--- config.mk ---
export PLATFORM = sky130hd
export DESIGN_NAME = oksac_top
export DESIGN_NICKNAME = d
export VERILOG_FILES = /design/src/hdl/oksac_pkg.sv /design/src/hdl/oksac_meas.sv /design/src/hdl/oksac_top.sv
export VERILOG_INCLUDE_DIRS = /design/src /design/src/hdl
export SDC_FILE = /design/constraint.sdc
export NUM_CORES = 1
export LEC_CHECK = 0
export ABC_AREA = 1
export BUFFER_PORTS_ARGS = -buffer_cell sky130_fd_sc_hd__buf_2
export CELL_PAD_IN_SITES_DETAIL_PLACEMENT = 1
export CELL_PAD_IN_SITES_GLOBAL_PLACEMENT = 1
export CORE_MARGIN = 4
export CORE_UTILIZATION = 41
export CTS_BUF_LIST = sky130_fd_sc_hd__clkbuf_16
export CTS_CLUSTER_SIZE = 30
export DETAILED_ROUTE_END_ITERATION = 7
export GPL_TIMING_DRIVEN = 1
export PLACE_DENSITY_LB_ADDON = 0.1
export SYNTH_ARGS = -nofsm -noshare
export SYNTH_HDL_FRONTEND = slang
export SYNTH_SLANG_ARGS = --single-unit
--- constraint.sdc ---
create_clock -name aclk -period 4.27 [get_ports aclk]
set_input_delay 0.2135 -clock aclk [delete_from_list [all_inputs] [get_ports aclk]]
set_output_delay 0.2135 -clock aclk [all_outputs]
set_load 0.02 [all_outputs]
--- src/hdl/oksac_defines.svh ---
`ifndef OKSAC_DEFINES_SVH
`define OKSAC_DEFINES_SVH

// ----------------------------------------
// Register indices, byte address = 4 * index
// ----------------------------------------
`define OKSAC_IDX_PEAK  8'h1b
`define OKSAC_IDX_AVG   8'h1c
`define OKSAC_IDX_FIX   8'h1d
`define OKSAC_IDX_CTL   8'h1e
`define OKSAC_IDX_CORH  8'h1f
`define OKSAC_IDX_CORL  8'h20
`define OKSAC_IDX_FEIH  8'h21
`define OKSAC_IDX_FEIL  8'h22
`define OKSAC_IDX_SSC   8'h23
`define OKSAC_IDX_SSV   8'h24
`define OKSAC_IDX_ISTAT 8'h40
`define OKSAC_IDX_IMASK 8'h41

// ----------------------------------------
// Field positions
// ----------------------------------------
`define OKSAC_CTL_FEI_DONE  6
`define OKSAC_CTL_FEI_TRIG  5
`define OKSAC_CTL_COR_DONE  4
`define OKSAC_CTL_AUTOCLR   3
`define OKSAC_CTL_RX_ENTRY  2
`define OKSAC_CTL_COR_CLR   1
`define OKSAC_CTL_COR_TRIG  0
`define OKSAC_SSC_DONE      1
`define OKSAC_SSC_TRIG      0

// ----------------------------------------
// Reset values
// ----------------------------------------
`define OKSAC_RST_SEL    2'h1
`define OKSAC_RST_AVG    2'h2
`define OKSAC_RST_FIX    8'h06
`define OKSAC_RST_SSV    16'h00ff
`define OKSAC_RST_ZERO16 16'h0000

// ----------------------------------------
// Timing
// ----------------------------------------
`define OKSAC_CLK_NS     5
`define OKSAC_FEI_NS     4000
`define OKSAC_COR_NS     8000
`define OKSAC_SS_NS      2000
`define OKSAC_FEI_CYC    ((`OKSAC_FEI_NS + `OKSAC_CLK_NS - 1) / `OKSAC_CLK_NS)
`define OKSAC_COR_CYC    ((`OKSAC_COR_NS + `OKSAC_CLK_NS - 1) / `OKSAC_CLK_NS)
`define OKSAC_SS_CYC     ((`OKSAC_SS_NS + `OKSAC_CLK_NS - 1) / `OKSAC_CLK_NS)

`endif

--- src/hdl/oksac_pkg.sv ---
package oksac_pkg;

    typedef enum logic [1:0] {
        OKSAC_THR_FIXED = 2'h0,
        OKSAC_THR_PEAK  = 2'h1,
        OKSAC_THR_AVG   = 2'h2,
        OKSAC_THR_RSVD  = 2'h3
    } oksac_thr_e;

    typedef enum logic {
        OKSAC_IDLE,
        OKSAC_RUN
    } oksac_meas_e;

    typedef struct packed {
        oksac_thr_e thr_sel;
        logic [2:0] step;
        logic [2:0] period;
        logic [1:0] filt;
        logic [7:0] fixed;
    } oksac_slicer_cfg_s;

endpackage

--- src/hdl/oksac_meas.sv ---
`include "oksac_defines.svh"

module oksac_meas
    import oksac_pkg::*;
#(
    parameter logic        DONE_RST = 1'b1,
    parameter logic [15:0] RES_RST  = 16'h0000,
    parameter logic [11:0] RUN_CYC  = 12'h001
) (
    // Clock and reset
    input  wire logic        aclk,
    input  wire logic        aresetn,
    // Trigger and sample
    input  wire logic        start,
    input  wire logic [15:0] sample,
    // Result
    output logic             done_ff,
    output logic             finish_ff,
    output logic [15:0]      result_ff
);

    oksac_meas_e state_ff;
    logic [11:0] cnt_ff;
    wire         last = (state_ff == OKSAC_RUN) && (cnt_ff == 12'h000);

    always_ff @(posedge aclk) begin
        if (!aresetn) begin
            state_ff  <= OKSAC_IDLE;
            cnt_ff    <= 12'h000;
            done_ff   <= DONE_RST;
            finish_ff <= 1'b0;
            result_ff <= RES_RST;
        end else begin
            finish_ff <= 1'b0;
            case (state_ff)
                OKSAC_IDLE: begin
                    cnt_ff <= RUN_CYC - 12'h001;
                end
                OKSAC_RUN: begin
                    cnt_ff <= cnt_ff - 12'h001;
                end
                default: begin
                    cnt_ff <= 12'h000;
                end
            endcase
            // A new trigger restarts a running measurement
            if (start) begin
                state_ff <= OKSAC_RUN;
                cnt_ff   <= RUN_CYC - 12'h001;
                done_ff  <= 1'b0;
            end else if (last) begin
                state_ff  <= OKSAC_IDLE;
                done_ff   <= 1'b1;
                finish_ff <= 1'b1;
                result_ff <= sample;
            end
        end
    end

endmodule

--- src/hdl/oksac_top.sv ---
// How it works
// - Select field picks fixed, peak or average
// - Peak decay step 0.5 to 6 dB
// - Decay period per chips or per sub-chip
// - Average filter cutoff follows coefficient field
// - Fixed mode compares to programmed dB level
// - Error trigger starts measurement, done flag follows
// - Correction done flag, reset value one
// - Autoclear zeroes correction before automatic phase
// - Correction by trigger or on receive entry
// - Clear bit zeroes correction in receive mode
// - Correction trigger launches cycle only while receive-entry bit is clear, reads zero
// - Sixteen-bit signed correction over two bytes
// - Sixteen-bit signed frequency error over two bytes
// - Strength trigger starts measurement, reads zero
// - Strength done flag, reset value one
// - Strength result in half-dB, reset 0xff
//
// The AXI4-Lite register port is this design's own decision.
`include "oksac_defines.svh"

module oksac_top
    import oksac_pkg::*;
(
    // Clock and reset
    input  wire logic        aclk,
    input  wire logic        aresetn,
    // AXI4-Lite write
    input  wire logic [11:0] s_axi_awaddr,
    input  wire logic        s_axi_awvalid,
    output logic             s_axi_awready,
    input  wire logic [31:0] s_axi_wdata,
    input  wire logic [3:0]  s_axi_wstrb,
    input  wire logic        s_axi_wvalid,
    output logic             s_axi_wready,
    output logic [1:0]       s_axi_bresp,
    output logic             s_axi_bvalid,
    input  wire logic        s_axi_bready,
    // AXI4-Lite read
    input  wire logic [11:0] s_axi_araddr,
    input  wire logic        s_axi_arvalid,
    output logic             s_axi_arready,
    output logic [31:0]      s_axi_rdata,
    output logic [1:0]       s_axi_rresp,
    output logic             s_axi_rvalid,
    input  wire logic        s_axi_rready,
    // Demodulator datapath
    input  wire logic        rx_mode,
    input  wire logic [7:0]  strength_level,
    input  wire logic        subchip_tick,
    input  wire logic [15:0] freq_error_sample,
    input  wire logic [15:0] correction_sample,
    input  wire logic [7:0]  signal_strength_sample,
    // Results
    output logic             slicer_data_ff,
    output logic [15:0]      correction_value_ff,
    output logic             irq_ff
);

    // ----------------------------------------
    // Helpers
    // ----------------------------------------
    function automatic logic hit(input logic [11:0] a, input logic [7:0] idx);
        return (a[11:10] == 2'h0) && (a[9:2] == idx) && (a[1:0] == 2'h0);
    endfunction

    function automatic logic mapped(input logic [11:0] a);
        return (hit(a, `OKSAC_IDX_PEAK) | hit(a, `OKSAC_IDX_AVG) | hit(a, `OKSAC_IDX_FIX)
              | hit(a, `OKSAC_IDX_CTL) | hit(a, `OKSAC_IDX_CORH) | hit(a, `OKSAC_IDX_CORL)
              | hit(a, `OKSAC_IDX_FEIH) | hit(a, `OKSAC_IDX_FEIL) | hit(a, `OKSAC_IDX_SSC)
              | hit(a, `OKSAC_IDX_SSV) | hit(a, `OKSAC_IDX_ISTAT) | hit(a, `OKSAC_IDX_IMASK));
    endfunction

    // Step in half-dB units
    function automatic logic [8:0] step_half(input logic [2:0] code);
        case (code)
            3'h0:    return 9'h001;
            3'h1:    return 9'h002;
            3'h2:    return 9'h003;
            3'h3:    return 9'h004;
            3'h4:    return 9'h006;
            3'h5:    return 9'h008;
            3'h6:    return 9'h00a;
            default: return 9'h00c;
        endcase
    endfunction

    // Sub-chip ticks between decrements, minus one (16 ticks per chip)
    function automatic logic [7:0] decay_len(input logic [2:0] code);
        case (code)
            3'h0:    return 8'h0f;
            3'h1:    return 8'h1f;
            3'h2:    return 8'h3f;
            3'h3:    return 8'h7f;
            3'h4:    return 8'h07;
            3'h5:    return 8'h03;
            3'h6:    return 8'h01;
            default: return 8'h00;
        endcase
    endfunction

    // ----------------------------------------
    // Registers
    // ----------------------------------------
    oksac_slicer_cfg_s cfg_ff;
    logic              autoclr_ff;
    logic              rx_entry_on_ff;
    logic [2:0]        istat_ff;
    logic [2:0]        imask_ff;
    logic [11:0]       aw_addr_ff;
    logic              aw_full_ff;
    logic [7:0]        w_data_ff;
    logic              w_lane_ff;
    logic              w_full_ff;
    logic              rx_mode_dly_ff;
    logic [8:0]        thr_ff;
    logic signed [16:0] avg_ff;
    logic [7:0]        dec_cnt_ff;

    // ----------------------------------------
    // AXI4-Lite write channel
    // ----------------------------------------
    wire aw_take     = s_axi_awvalid & s_axi_awready;
    wire w_take      = s_axi_wvalid & s_axi_wready;
    wire do_wr       = aw_full_ff & w_full_ff & ~s_axi_bvalid;
    wire nxt_aw_full = (aw_full_ff | aw_take) & ~do_wr;
    wire nxt_w_full  = (w_full_ff | w_take) & ~do_wr;
    wire wr_ok       = do_wr & w_lane_ff;

    always_ff @(posedge aclk) begin
        if (!aresetn) begin
            aw_addr_ff    <= 12'h000;
            aw_full_ff    <= 1'b0;
            w_data_ff     <= 8'h00;
            w_lane_ff     <= 1'b0;
            w_full_ff     <= 1'b0;
            s_axi_awready <= 1'b0;
            s_axi_wready  <= 1'b0;
            s_axi_bvalid  <= 1'b0;
            s_axi_bresp   <= 2'h0;
        end else begin
            if (aw_take) begin
                aw_addr_ff <= s_axi_awaddr;
            end
            if (w_take) begin
                w_data_ff <= s_axi_wdata[7:0];
                w_lane_ff <= s_axi_wstrb[0];
            end
            aw_full_ff    <= nxt_aw_full;
            w_full_ff     <= nxt_w_full;
            s_axi_awready <= ~nxt_aw_full;
            s_axi_wready  <= ~nxt_w_full;
            if (do_wr) begin
                s_axi_bvalid <= 1'b1;
                s_axi_bresp  <= mapped(aw_addr_ff) ? 2'h0 : 2'h2;
            end else if (s_axi_bready) begin
                s_axi_bvalid <= 1'b0;
            end
        end
    end

    // Write strobes per register, low byte lane only
    wire wr_peak  = wr_ok & hit(aw_addr_ff, `OKSAC_IDX_PEAK);
    wire wr_avg   = wr_ok & hit(aw_addr_ff, `OKSAC_IDX_AVG);
    wire wr_fix   = wr_ok & hit(aw_addr_ff, `OKSAC_IDX_FIX);
    wire wr_ctl   = wr_ok & hit(aw_addr_ff, `OKSAC_IDX_CTL);
    wire wr_ssc   = wr_ok & hit(aw_addr_ff, `OKSAC_IDX_SSC);
    wire wr_istat = wr_ok & hit(aw_addr_ff, `OKSAC_IDX_ISTAT);
    wire wr_imask = wr_ok & hit(aw_addr_ff, `OKSAC_IDX_IMASK);

    // Trigger bits are never stored, only pulsed
    wire fei_trig = wr_ctl & w_data_ff[`OKSAC_CTL_FEI_TRIG];
    wire cor_trig = wr_ctl & w_data_ff[`OKSAC_CTL_COR_TRIG];
    wire cor_clr  = wr_ctl & w_data_ff[`OKSAC_CTL_COR_CLR] & rx_mode;
    wire ss_trig  = wr_ssc & w_data_ff[`OKSAC_SSC_TRIG];

    always_ff @(posedge aclk) begin
        if (!aresetn) begin
            cfg_ff         <= '{thr_sel: oksac_thr_e'(`OKSAC_RST_SEL), step: 3'h0, period: 3'h0,
                                filt: `OKSAC_RST_AVG, fixed: `OKSAC_RST_FIX};
            autoclr_ff     <= 1'b0;
            rx_entry_on_ff <= 1'b0;
            imask_ff       <= 3'h0;
        end else begin
            if (wr_peak) begin
                cfg_ff.thr_sel <= oksac_thr_e'(w_data_ff[7:6]);
                cfg_ff.step    <= w_data_ff[5:3];
                cfg_ff.period  <= w_data_ff[2:0];
            end
            if (wr_avg) begin
                cfg_ff.filt <= w_data_ff[7:6];
            end
            if (wr_fix) begin
                cfg_ff.fixed <= w_data_ff;
            end
            if (wr_ctl) begin
                autoclr_ff     <= w_data_ff[`OKSAC_CTL_AUTOCLR];
                rx_entry_on_ff <= w_data_ff[`OKSAC_CTL_RX_ENTRY];
            end
            if (wr_imask) begin
                imask_ff <= w_data_ff[2:0];
            end
        end
    end

    // ----------------------------------------
    // Measurement engines
    // ----------------------------------------
    wire        rx_entry = rx_mode & ~rx_mode_dly_ff;
    wire        cor_start = (cor_trig & ~rx_entry_on_ff) | (rx_entry & rx_entry_on_ff);
    wire        cor_zero = (cor_start & rx_entry_on_ff & autoclr_ff) | cor_clr;
    wire        fei_done;
    wire        fei_fin;
    wire [15:0] fei_val;
    wire        cor_done;
    wire        cor_fin;
    wire [15:0] cor_res;
    wire        ss_done;
    wire        ss_fin;
    wire [15:0] ss_res;

    oksac_meas #(
        .DONE_RST (1'b0),
        .RES_RST  (`OKSAC_RST_ZERO16),
        .RUN_CYC  (12'(`OKSAC_FEI_CYC))
    ) u_fei (
        .aclk      (aclk),
        .aresetn   (aresetn),
        .start     (fei_trig),
        .sample    (freq_error_sample),
        .done_ff   (fei_done),
        .finish_ff (fei_fin),
        .result_ff (fei_val)
    );

    oksac_meas #(
        .DONE_RST (1'b1),
        .RES_RST  (`OKSAC_RST_ZERO16),
        .RUN_CYC  (12'(`OKSAC_COR_CYC))
    ) u_cor (
        .aclk      (aclk),
        .aresetn   (aresetn),
        .start     (cor_start),
        .sample    (correction_sample),
        .done_ff   (cor_done),
        .finish_ff (cor_fin),
        .result_ff (cor_res)
    );

    oksac_meas #(
        .DONE_RST (1'b1),
        .RES_RST  (`OKSAC_RST_SSV),
        .RUN_CYC  (12'(`OKSAC_SS_CYC))
    ) u_ss (
        .aclk      (aclk),
        .aresetn   (aresetn),
        .start     (ss_trig),
        .sample    ({8'h00, signal_strength_sample}),
        .done_ff   (ss_done),
        .finish_ff (ss_fin),
        .result_ff (ss_res)
    );

    // Fresh result wins over a clear landing in the same cycle
    always_ff @(posedge aclk) begin
        if (!aresetn) begin
            correction_value_ff <= `OKSAC_RST_ZERO16;
            rx_mode_dly_ff      <= 1'b0;
        end else begin
            rx_mode_dly_ff <= rx_mode;
            if (cor_fin) begin
                correction_value_ff <= cor_res;
            end else if (cor_zero) begin
                correction_value_ff <= `OKSAC_RST_ZERO16;
            end
        end
    end

    // ----------------------------------------
    // Interrupts
    // ----------------------------------------
    wire [2:0] ev        = {ss_fin, cor_fin, fei_fin};
    wire [2:0] istat_clr = wr_istat ? w_data_ff[2:0] : 3'h0;

    always_ff @(posedge aclk) begin
        if (!aresetn) begin
            istat_ff <= 3'h0;
            irq_ff   <= 1'b0;
        end else begin
            istat_ff <= (istat_ff & ~istat_clr) | ev;
            irq_ff   <= |(istat_ff & imask_ff);
        end
    end

    // ----------------------------------------
    // Slicer threshold
    // ----------------------------------------
    wire [8:0]         lvl9     = {1'b0, strength_level};
    wire               dec_tick = subchip_tick & (dec_cnt_ff == 8'h00);
    wire [8:0]         stp      = step_half(cfg_ff.step);
    wire [8:0]         thr_dec  = (thr_ff > stp) ? (thr_ff - stp) : 9'h000;
    wire [8:0]         thr_peak = (lvl9 > thr_ff) ? lvl9 : (dec_tick ? thr_dec : thr_ff);
    // Coefficients 00 and 01 share the slowest cutoff
    wire [3:0]         avg_sh   = (cfg_ff.filt == 2'h3) ? 4'h4 :
                                  (cfg_ff.filt == 2'h2) ? 4'h5 : 4'h8;
    wire signed [16:0] avg_diff = $signed({1'b0, strength_level, 8'h00}) - avg_ff;
    wire signed [16:0] nxt_avg  = subchip_tick ? (avg_ff + (avg_diff >>> avg_sh)) : avg_ff;
    wire [8:0]         nxt_thr  = (cfg_ff.thr_sel == OKSAC_THR_FIXED) ? {cfg_ff.fixed, 1'b0} :
                                  (cfg_ff.thr_sel == OKSAC_THR_PEAK)  ? thr_peak :
                                  (cfg_ff.thr_sel == OKSAC_THR_AVG)   ? {1'b0, nxt_avg[15:8]} :
                                  thr_ff;

    always_ff @(posedge aclk) begin
        if (!aresetn) begin
            thr_ff         <= 9'h000;
            avg_ff         <= 17'sh00000;
            dec_cnt_ff     <= 8'h00;
            slicer_data_ff <= 1'b0;
        end else begin
            thr_ff         <= nxt_thr;
            avg_ff         <= nxt_avg;
            slicer_data_ff <= lvl9 >= thr_ff;
            if (subchip_tick) begin
                dec_cnt_ff <= (dec_cnt_ff == 8'h00) ? decay_len(cfg_ff.period) : dec_cnt_ff - 8'h01;
            end
        end
    end

    // ----------------------------------------
    // AXI4-Lite read channel
    // ----------------------------------------
    wire [7:0] rd_ctl = {1'b0, fei_done, 1'b0, cor_done, autoclr_ff, rx_entry_on_ff, 2'h0};
    wire [7:0] rd_ssc = {6'h00, ss_done, 1'b0};
    wire [7:0] rd_mux =
        hit(s_axi_araddr, `OKSAC_IDX_PEAK)  ? {cfg_ff.thr_sel, cfg_ff.step, cfg_ff.period} :
        hit(s_axi_araddr, `OKSAC_IDX_AVG)   ? {cfg_ff.filt, 6'h00} :
        hit(s_axi_araddr, `OKSAC_IDX_FIX)   ? cfg_ff.fixed :
        hit(s_axi_araddr, `OKSAC_IDX_CTL)   ? rd_ctl :
        hit(s_axi_araddr, `OKSAC_IDX_CORH)  ? correction_value_ff[15:8] :
        hit(s_axi_araddr, `OKSAC_IDX_CORL)  ? correction_value_ff[7:0] :
        hit(s_axi_araddr, `OKSAC_IDX_FEIH)  ? fei_val[15:8] :
        hit(s_axi_araddr, `OKSAC_IDX_FEIL)  ? fei_val[7:0] :
        hit(s_axi_araddr, `OKSAC_IDX_SSC)   ? rd_ssc :
        hit(s_axi_araddr, `OKSAC_IDX_SSV)   ? ss_res[7:0] :
        hit(s_axi_araddr, `OKSAC_IDX_ISTAT) ? {5'h00, istat_ff} :
        hit(s_axi_araddr, `OKSAC_IDX_IMASK) ? {5'h00, imask_ff} : 8'h00;

    wire ar_take   = s_axi_arvalid & s_axi_arready;
    wire nxt_rvalid = (s_axi_rvalid & ~s_axi_rready) | ar_take;

    always_ff @(posedge aclk) begin
        if (!aresetn) begin
            s_axi_arready <= 1'b0;
            s_axi_rvalid  <= 1'b0;
            s_axi_rdata   <= 32'h00000000;
            s_axi_rresp   <= 2'h0;
        end else begin
            s_axi_arready <= ~nxt_rvalid;
            s_axi_rvalid  <= nxt_rvalid;
            if (ar_take) begin
                s_axi_rdata <= {24'h000000, rd_mux};
                s_axi_rresp <= mapped(s_axi_araddr) ? 2'h0 : 2'h2;
            end
        end
    end

endmodule

-- Yosys cells after proc, flatten, opt, wreduce, memory -nomap -nowiden
Index checks and enable logic that the tools add are counted.
- register bits: 204
- output and inout port bits: 59
- bits of input ports: 117
- eq/ne operators: 42
- mux-type cells: 50
- shift-type cells: 1
- reduce and logical (&&, ||, !) cells: 79
- $add $sub $neg: 7
- bitwise operators: 73
- $lt $le $gt $ge: 3
- operator list (cell ; count):
    8-bit 2-to-1 mux ; 11
    8-bit by 5-bit == test with 1-bit output, second input constant ; 10
    8-bit by 6-bit == test with 1-bit output, second input constant ; 10
    12-bit one-hot mux with 2 select lines ; 3
    9-bit 2-to-1 mux ; 7
    1-bit logical AND ; 51
    7-bit one-hot mux with 7 select lines ; 1
    16-bit 2-to-1 mux ; 3
    12-bit zero test ; 3
    12-bit by 1-bit subtractor with 12-bit output, second input constant ; 3
    8-bit by 7-bit == test with 1-bit output, second input constant ; 4
    4-bit one-hot mux with 7 select lines ; 1
    1-bit bitwise AND ; 27
    1-bit bitwise OR ; 27
    3-bit == test, second input constant ; 6
    17-bit adder ; 1
    17-bit by 4-bit >>> shifter with 17-bit output ; 1
    17-bit subtractor ; 1
    1-bit 2-to-1 mux ; 15
    1-bit NOT ; 15
    3-bit by 2-bit == test with 1-bit output, second input constant ; 4
    2-bit nonzero test ; 6
    11-bit 2-to-1 mux ; 1
    2-bit zero test ; 5
    other kinds (23) ; 39

-- Logic depth before layout (Yosys ltp)
Gate-level depths: netlist of run 1.
- depth in word-level cells: 15
- mapped depth: 27
- depth with buffers taken out: 27

-- Hierarchy
Synthesis of run 1 repeated with hierarchy kept, for this count alone.
- cells, all modules: 1884
- area total of the unflattened synthesis: 12405.6 sq um
- by module, submodules not included (module ; sequential area each (sq um) ; instances ; area each (sq um) ; cells each):
    oksac_top ; 2342.2 ; 1 ; 8271.7 ; 1308
    oksac_meas at u_ss ; 620.6 ; 1 ; 1488.9 ; 214
    oksac_meas at u_fei ; 620.6 ; 1 ; 1407.6 ; 206
    oksac_meas at u_cor ; 620.6 ; 1 ; 1237.4 ; 156

-- Least setup slack after synthesis of run 1
OpenSTA, ideal clock, no wires.
- kind: reg-to-reg
- start point: register avg_ff[1]
- end point: register avg_ff[16]
- buffers on the path: 0
- required time: 4.143 ns
- clock period less this slack: 3.081 ns
- setup time: 0.127 ns
- path slack: 1.189 ns
- stages on the path, launching flop included: 24
- arrival time: 2.954 ns
- cells stage by stage: dfxtp_1 inv_1 ha_1 nand2_1 nor2_1 nand2_1 nor3_1 xor2_1 nor2_1 a211oi_1 ha_1 inv_1 fa_1 inv_1 nand3_1 nand2_1 nand3_1 nand2_1 nand3_1 nand2_1 nand3_1 nand2_1 xor2_1 a21oi_1
- longest elaborated chain between the ends: 3
- ends and longest elaborated chain (item ; RTL line ; RTL):
    start: declaration ; oksac_top.sv:117 ; logic signed [16:0] avg_ff;
    start signal: assignment ; oksac_top.sv:321 ; avg_ff <= nxt_avg;
    17-bit subtractor ; oksac_top.sv:306 ; wire signed [16:0] avg_diff = $signed({1'b0, strength_level, 8'h00}) - avg_ff;
    17-bit by 4-bit >>> shifter with 17-bit output ; oksac_top.sv:307 ; wire signed [16:0] nxt_avg = subchip_tick ? (avg_ff + (avg_diff >>> avg_sh)) : avg_ff;
    17-bit adder * ; oksac_top.sv:307 ;
Mark *: on every way between the ends. The rest lies on a longest branch, timed or not.
A chain may end at the register's enable or synchronous reset.

-- Final worst setup path of run 1
- start point: register avg_ff[1]
- end point: register thr_ff[6]
- longest elaborated chain between the ends: 7
- ends and longest elaborated chain (item ; RTL line ; RTL):
    17-bit subtractor ; oksac_top.sv:306 ;
    17-bit by 4-bit >>> shifter with 17-bit output ; oksac_top.sv:307 ;
    17-bit adder * ; oksac_top.sv:307 ;
    16-bit 2-to-1 mux * ; oksac_top.sv:307 ;
    9-bit 2-to-1 mux * ; oksac_top.sv:310 ; (cfg_ff.thr_sel == OKSAC_THR_AVG) ? {1'b0, nxt_avg[15:8]} :
    9-bit 2-to-1 mux * ; oksac_top.sv:309 ; (cfg_ff.thr_sel == OKSAC_THR_PEAK) ? thr_peak :
    9-bit 2-to-1 mux * ; oksac_top.sv:308 ; wire [8:0] nxt_thr = (cfg_ff.thr_sel == OKSAC_THR_FIXED) ? {cfg_ff.fixed, 1'b0} :
    end signal: assignment ; oksac_top.sv:320 ; thr_ff <= nxt_thr;
    end: declaration ; oksac_top.sv:116 ; logic [8:0] thr_ff;
Mark *: on every way between the ends. The rest lies on a longest branch, timed or not. The select of a mux whose other input is x is not followed.

==> results.toml, run 1 <==
[floorplan]
die_width_um = 175
die-height_um = 175
io_pins = 176
die-area_um2 = 30600
initial_core_util_pct = 42.1
core_area_um2 = 27200
row_count = 60

[timing]
slew_violations = 0
period_share_pct = 89.0
skew_ps = 17.9
setup_viol = 0
setup_tns_ps = 0
relSlewSlack_pct = 31.6
whs_ps = 16.2
worst_pin_slew_ps = 1020
hold_viol = 0
fmax_ghz = 0.263
rsz0062_at_grt = "false"
period_minus_slack_ps = 3800

[critical_path]
rr_worst_depth = 23
critPathCapture = "thr_ff[6]$_SDFFE_PN0P_"
r2r-start = "avg_ff[1]$_SDFFE_PN0P_"
required_ps = 4720
regToRegEndpoint = "thr_ff[6]$_SDFFE_PN0P_"
critPathMaxStageDelay_ps = 410
startpoint_type = "register"
critical_path.max_fanout = 5
end_kind = "register"
cpMostUsedCell = "nand2_1"
cp-startpoint = "avg_ff[1]$_SDFFE_PN0P_"
path_cells = "inv_1, ha_1, nand2_1, nor2_1, nand2_1, nor3_1, xor2_1, nor2_1, a211oi_1, ha_1, inv_1, fa_1, inv_1, nand3_1, nand2_1, nand3_1, nand2_1, nand3_1, nand2_1, nand2_1, nand3_1, nand3_1, a21oi_1"
crit_path_top_delay_cell = "fa_1"
r2r_slack_ps = 470
arrival_ps = 4250
timing_worst_setup_path_type = "register to register"

[detailed_routing]
drc = 0
drt_iter0_markers = 389
ant_nets = 0
dr.pass1.iters = 5
drt_wl_total_um = 37200
vias = 11500
via_per_inst = 5.10
routedWlPerCell_um = 16.5

[run_status]
status = "complete, no violations"

[final_layout]
layout_commonest_cell = "nand2_1"
layout.cells.non_filler = 2252
final_util_pct = 49.8
final_area_um2 = 13500
area.growth.synth_to_final_pct = 18.4
fin_nets = 2023
mostFrequentLayoutCells = "nand2_1, inv_1, nor2_1, dfxtp_1, o21ai_0"
fillers = 3596
layout-drive-gt1-share_pct = 10.7

[power_and_ir_drop]
p_int_mw = 4.13
p_sw_share_pct = 40.4
leakage_nw = 6.29
power_switching_mw = 2.80
combPwrFrac_pct = 40.2
ir_worst_vdd_mv = 0.296
clockPowerShare_pct = 28.1
power_density_nw_per_um2 = 511
p_seq_share_pct = 31.6

[grt]
antenna_found_initial = 2
grt_pass1_vias = 11900
grt_overflow = 0
grt_pass1_wl_um = 59700
grt_usage_pct = 23.6
grt_max_degree = 94

[run]
maxCapViolations = 0

[cts]
cts_htree_levels = 1
clk_latency_ps = 520
numClockSinks = 202
cts_buffers = 25
clk_pin_slew_ps = 60
max-clock-path-buffers = 3
root_buffer = "clkbuf_16"
cts_tree = "built"

[yosys]
synth_ff_type = "dfxtp_1"
yosys.area.top_type = "dfxtp_1"
synth-compound-area-share_pct = 17.9
yosys.area_share.simple_pct = 26.0
synth_mux_area_share_pct = 0
synthXorXnorAreaFrac_pct = 3.14
synthesis.area_um2 = 11400
synthesis.instances = 1695
ys_ff_latch = 202
synth_top_area_share_pct = 35.4
yosysUniqueCellTypes = 55
synthTopCellsByArea = "dfxtp_1, nand2_1, inv_1"
syn_avg_cell_area_um2 = 6.74
synthArstFlopShare_pct = 0
synth_fa_ha_area_share_pct = 5.06
yosysWarnings = 0
synth_top_family_by_area = "simple AND/OR/NAND/NOR gates"
ys_seq_area_share_pct = 35.4
synth_edf_count = 0

[placed_design]
dpl_cell_area_um2 = 12300
routabilityCongestion = 0.925
dp_cells = 2153
port_buffers = 122
hpwl_um = 27400

[hold_path]
worstHoldStart = "freq_error_sample[4]"
hold_class = "primary input to register"
[sequential cells by signal, summed over array words and instances, names as in the netlist, 3 cells and up]
name and count:
thr_ff 9, u_cor.result_ff 16, s_axi_rdata 8, imask_ff 3, u_ss.cnt_ff 12, u_fei.result_ff 16, dec_cnt_ff 8, u_fei.cnt_ff 12
cfg_ff 18, istat_ff 3, u_cor.cnt_ff 12, u_ss.result_ff 8, avg_ff 17, correction_value_ff 16, aw_addr_ff 12, w_data_ff 8
[critical path: cells and delay by family, from the launching register on]
kind	cells	cell delay, ps
AO/OA/AOI/OAI	2	390
adder cells (fa/ha/maj)	3	820
XOR/XNOR	1	300
flip-flops	1	350
buffers and inverters	3	290
AND/OR/NAND/NOR	14	1600
[worst min-delay path by stage]
stage                                                  end  slack [ps]  cells past startpoint
after global routing       u_fei.result_ff[4]$_SDFFE_PN0P_          20                      3
after CTS                  u_fei.result_ff[4]$_SDFFE_PN0P_           3                      3
after detailed placement   u_cor.result_ff[6]$_SDFFE_PN0P_         430                      3
after floorplan                  rx_mode_dly_ff$_SDFF_PN0_         310                      2
after global placement    u_cor.result_ff[12]$_SDFFE_PN0P_         420                      3
final                      u_fei.result_ff[4]$_SDFFE_PN0P_          20                      3
[cells in the mapped netlist, types with 3 or more instances]
library cell / n
nor3_2: 3
nand2_2: 3
a31oi_1: 6
nand4_1: 17
nor2_1: 227
nand3b_1: 5
xor2_1: 31
o21bai_1: 3
nor3_1: 27
ha_1: 43
o211ai_1: 11
or2_1: 3
a21oi_1: 115
nand2_1: 280
clkbuf_1: 27
buf_1: 5
o22ai_1: 24
buf_4: 26
xnor2_1: 10
o31ai_1: 4
a211oi_1: 6
dfxtp_1: 202
clkinv_1: 4
buf_6: 4
o22a_1: 8
o21ai_2: 10
nor2_2: 10
buf_2: 4
o21ai_0: 169
inv_1: 274
nand3_1: 101
[power groups by stage]
stage / logic (mW) / registers [mW] / clock network, mW
after floorplan: 2.03 / 2.19 / 0
after global placement: 2.66 / 2.22 / 0
after detailed placement: 2.72 / 2.22 / 0
after CTS: 2.78 / 2.19 / 2.00
after global routing: 3.17 / 2.21 / 2.08
final: 2.79 / 2.19 / 1.95
[per-layer routing]
metal | global-route usage, % | wire, um | up-vias
met1 | 30.0 | 16900 | 5444
met2 | 42.1 | 18100 | 198
met4 | 6.74 | 1020 | 0
met5 | 0 | 0 | -
li1 | - | - | 5778
met3 | 2.94 | 1220 | 55
[final cells by class]
type	instances	area, um2	share of cell area, %
Inverter	281	1060	7.81
Sequential cell	202	4040	29.9
Clock inverter	19	115	0.850
Multi-Input combinational cell	1171	6050	44.7
Clock buffer	25	626	4.62
Timing Repair Buffer	180	1180	8.71
Tap cell	372	465	3.44
Antenna cell	2	5.00	0.0370
[cells by family (layout without fill, tap and decap cells)]
family,Yosys count,in the layout
and+or+nand+nor,692,692
AOI/OAI and AO/OA,367,367
buffers and inverters,347,505
DFF,202,202
adders and majority gates,45,45
xor gates and xnor gates,41,41
other,1,28
[stage by stage]
step / total power [mW] / setup WS [ps]
after floorplan: 4.22 / 1190
after global placement: 4.88 / 545
after detailed placement: 4.95 / 457
after CTS: 6.96 / 432
after global routing: 7.46 / 24.8
final: 6.92 / 468
[repair_timing]
item,4_1_cts,5_1_grt
setup buffers,0,0
gates resized for setup,0,1
setup endpoints to repair,0,2
hold buffers,53,0
hold endpoints to repair,53,0
Note: power is estimated with default switching activity, not from simulation.
==> inputs of run 2 (changes only) <==
Settings changed: CORE_ASPECT_RATIO set to 1.75.
==> run 2 against run 1 <==
- register-to-register slack lost 120 ps
- hold slack lost 5.9 ps
- highest routed layer unchanged
- die area grew 0.34%
- non-clock buffer count grew 3
- global-route usage grew 2.3 points
- first-iteration DRC count grew 8.5%
- clock-buffer cell count shrank 2
- sequential power is essentially flat
- maximum frequency shrank 3.1%
==> results.toml, run 2 (synthesis results as in run 1) <==
[final_layout]
layout.cells.non_filler = 2248
layout_commonest_cell = "nand2_1"
layout-drive-gt1-share_pct = 11.1
top_regs = "cfg_ff x18, avg_ff x17"
area.growth.synth_to_final_pct = 18.7
mostFrequentLayoutCells = "nand2_1, inv_1, nor2_1, dfxtp_1, o21ai_0"
top_register = "cfg_ff"
largest_reg_flops = 18
fin_nets = 2023

[critical_path]
startpoint_type = "register"
end_kind = "register"
critical_path.max_fanout = 5
timing_worst_setup_path_type = "register to register"
required_ps = 4650
arrival_ps = 4300

[floorplan]
row_count = 80
die_width_um = 134
die-height_um = 229
core_area_um2 = 27400
die-area_um2 = 30700
io_pins = 176
initial_core_util_pct = 41.7

[grt]
grt_pass1_vias = 12400
met2_usage_pct = 53.2
antenna_found_initial = 0
busiest_layer = "met2"
grt_max_degree = 64
grt_overflow = 0
grt_pass1_wl_um = 64100
grt_usage_pct = 25.9
use_met1_pct = 25.4
grt_use_met3_pct = 2.53

[detailed_routing]
vias = 11700
via_per_inst = 5.21
routedWlPerCell_um = 18.1
drc = 0
dr.pass1.iters = 5
ant_nets = 0
drt_iter0_markers = 422
drt_wl_total_um = 40700

[timing]
rsz0062_at_grt = "false"
worst_pin_slew_ps = 965
setup_tns_ps = 0
period_share_pct = 91.9
fmax_ghz = 0.255
hold_viol = 0
skew_ps = 14.9
setup_viol = 0
slew_violations = 0
period_minus_slack_ps = 3920
relSlewSlack_pct = 35.5

[cts]
cts_setup_buffers = 0
numClockSinks = 202
max-clock-path-buffers = 3
cts_buffers = 22
clk_latency_ps = 520
root_buffer = "clkbuf_16"
cts_htree_levels = 1
clk_pin_slew_ps = 60
cts_tree = "built"

[placed_design]
port_buffers = 122
hpwl_um = 30800
routabilityCongestion = 0.940
dp_cells = 2153

[hold_path]
hold_class = "primary input to register"

[power_and_ir_drop]
ir_worst_vdd_mv = 0.530
leakage_nw = 6.30
power_density_nw_per_um2 = 528

[run]
maxCapViolations = 0

[run_status]
status = "complete, no violations"
==> run 2: cell types whose count changed in the layout (fill, tap and decap cells not counted), sizes merged <==
cell / change
clkinv: -5
buf: +3
bufinv: +2
clkbuf: -2
inv: +1
==> run 2: path summary, 6_finish.rpt <==
check / from / to / slack [ps] / cells past startpoint
worst min register to register: u_ss.finish_ff$_SDFF_PP0_ / istat_ff[2]$_SDFF_PN0_ / 430 / 2
worst min-delay path: s_axi_wstrb[0] / w_lane_ff$_SDFFE_PN0P_ / 10 / 3
worst max-delay path: avg_ff[1]$_SDFFE_PN0P_ / avg_ff[16]$_SDFFE_PN0P_ / 350 / 24
worst max register to register: avg_ff[1]$_SDFFE_PN0P_ / avg_ff[16]$_SDFFE_PN0P_ / 350 / 24
==> run 2: critical path: stages, from the launching register on <==
cell and delay, ps:
dfxtp_1 350, inv_1 120, ha_1 160, nand2_1 60, nor2_1 100, nand2_1 130
nor3_1 160, buf_4 160, xor2_1 290, nor2_1 100, a211oi_2 240, ha_1 240
inv_1 80, fa_1 410, inv_1 100, nand3_1 70, nand2_1 170, nand3_1 90
nand2_1 110, nand3_1 160, nand2_1 130, nand3_1 70, nand2_1 80, xor2_1 150
a21oi_1 80
==> run 2: timing repair <==
| action | CTS | global route |
|---|---|---|
| setup endpoints to repair | 0 | 8 |
| gates resized for setup | 0 | 7 |
| hold buffers | 53 | 0 |
| endpoints found under the hold margin | 53 | 0 |
==> run 2: cell type report <==
type	count	area [um2]
fill	3632	13900
multi-input combinational	1171	6060
sequential	202	4040
timing repair buffer	183	1200
inverter	281	1060
clock buffer	23	576
tap	369	462
clock inverter	17	164
antenna	2	5.00
==> run 2: through the flow <==
step	util [%]	area [um2]	setup slack (ps)	hold slack, ps	power, mW
after global routing	49.5	13600	30.5	8.68	7.67
after floorplan	-	11500	1190	307	4.22
final	49.5	13600	347	10.3	7.16
after CTS	49.4	13500	132	1.23	7.17
after detailed placement	44.8	12300	204	423	5.13
after global placement	44.8	12300	254	415	5.05
==> run 2: routing by layer <==
| metal | routed length, um | share of wire (%) |
|---|---|---|
| met5 | 0 | 0 |
| met2 | 23500 | 58 |
| met1 | 14500 | 36 |
| met4 | 1570 | 3.9 |
| met3 | 1120 | 2.7 |
==> run 2: power breakdown <==
part           internal (mW)  switching [mW]  leakage (nW)
Sequential              2.04           0.166          1.65
Clock                   1.16           0.819         0.369
Combinational           1.01            1.96          4.28
Total                   4.21            2.95          6.30
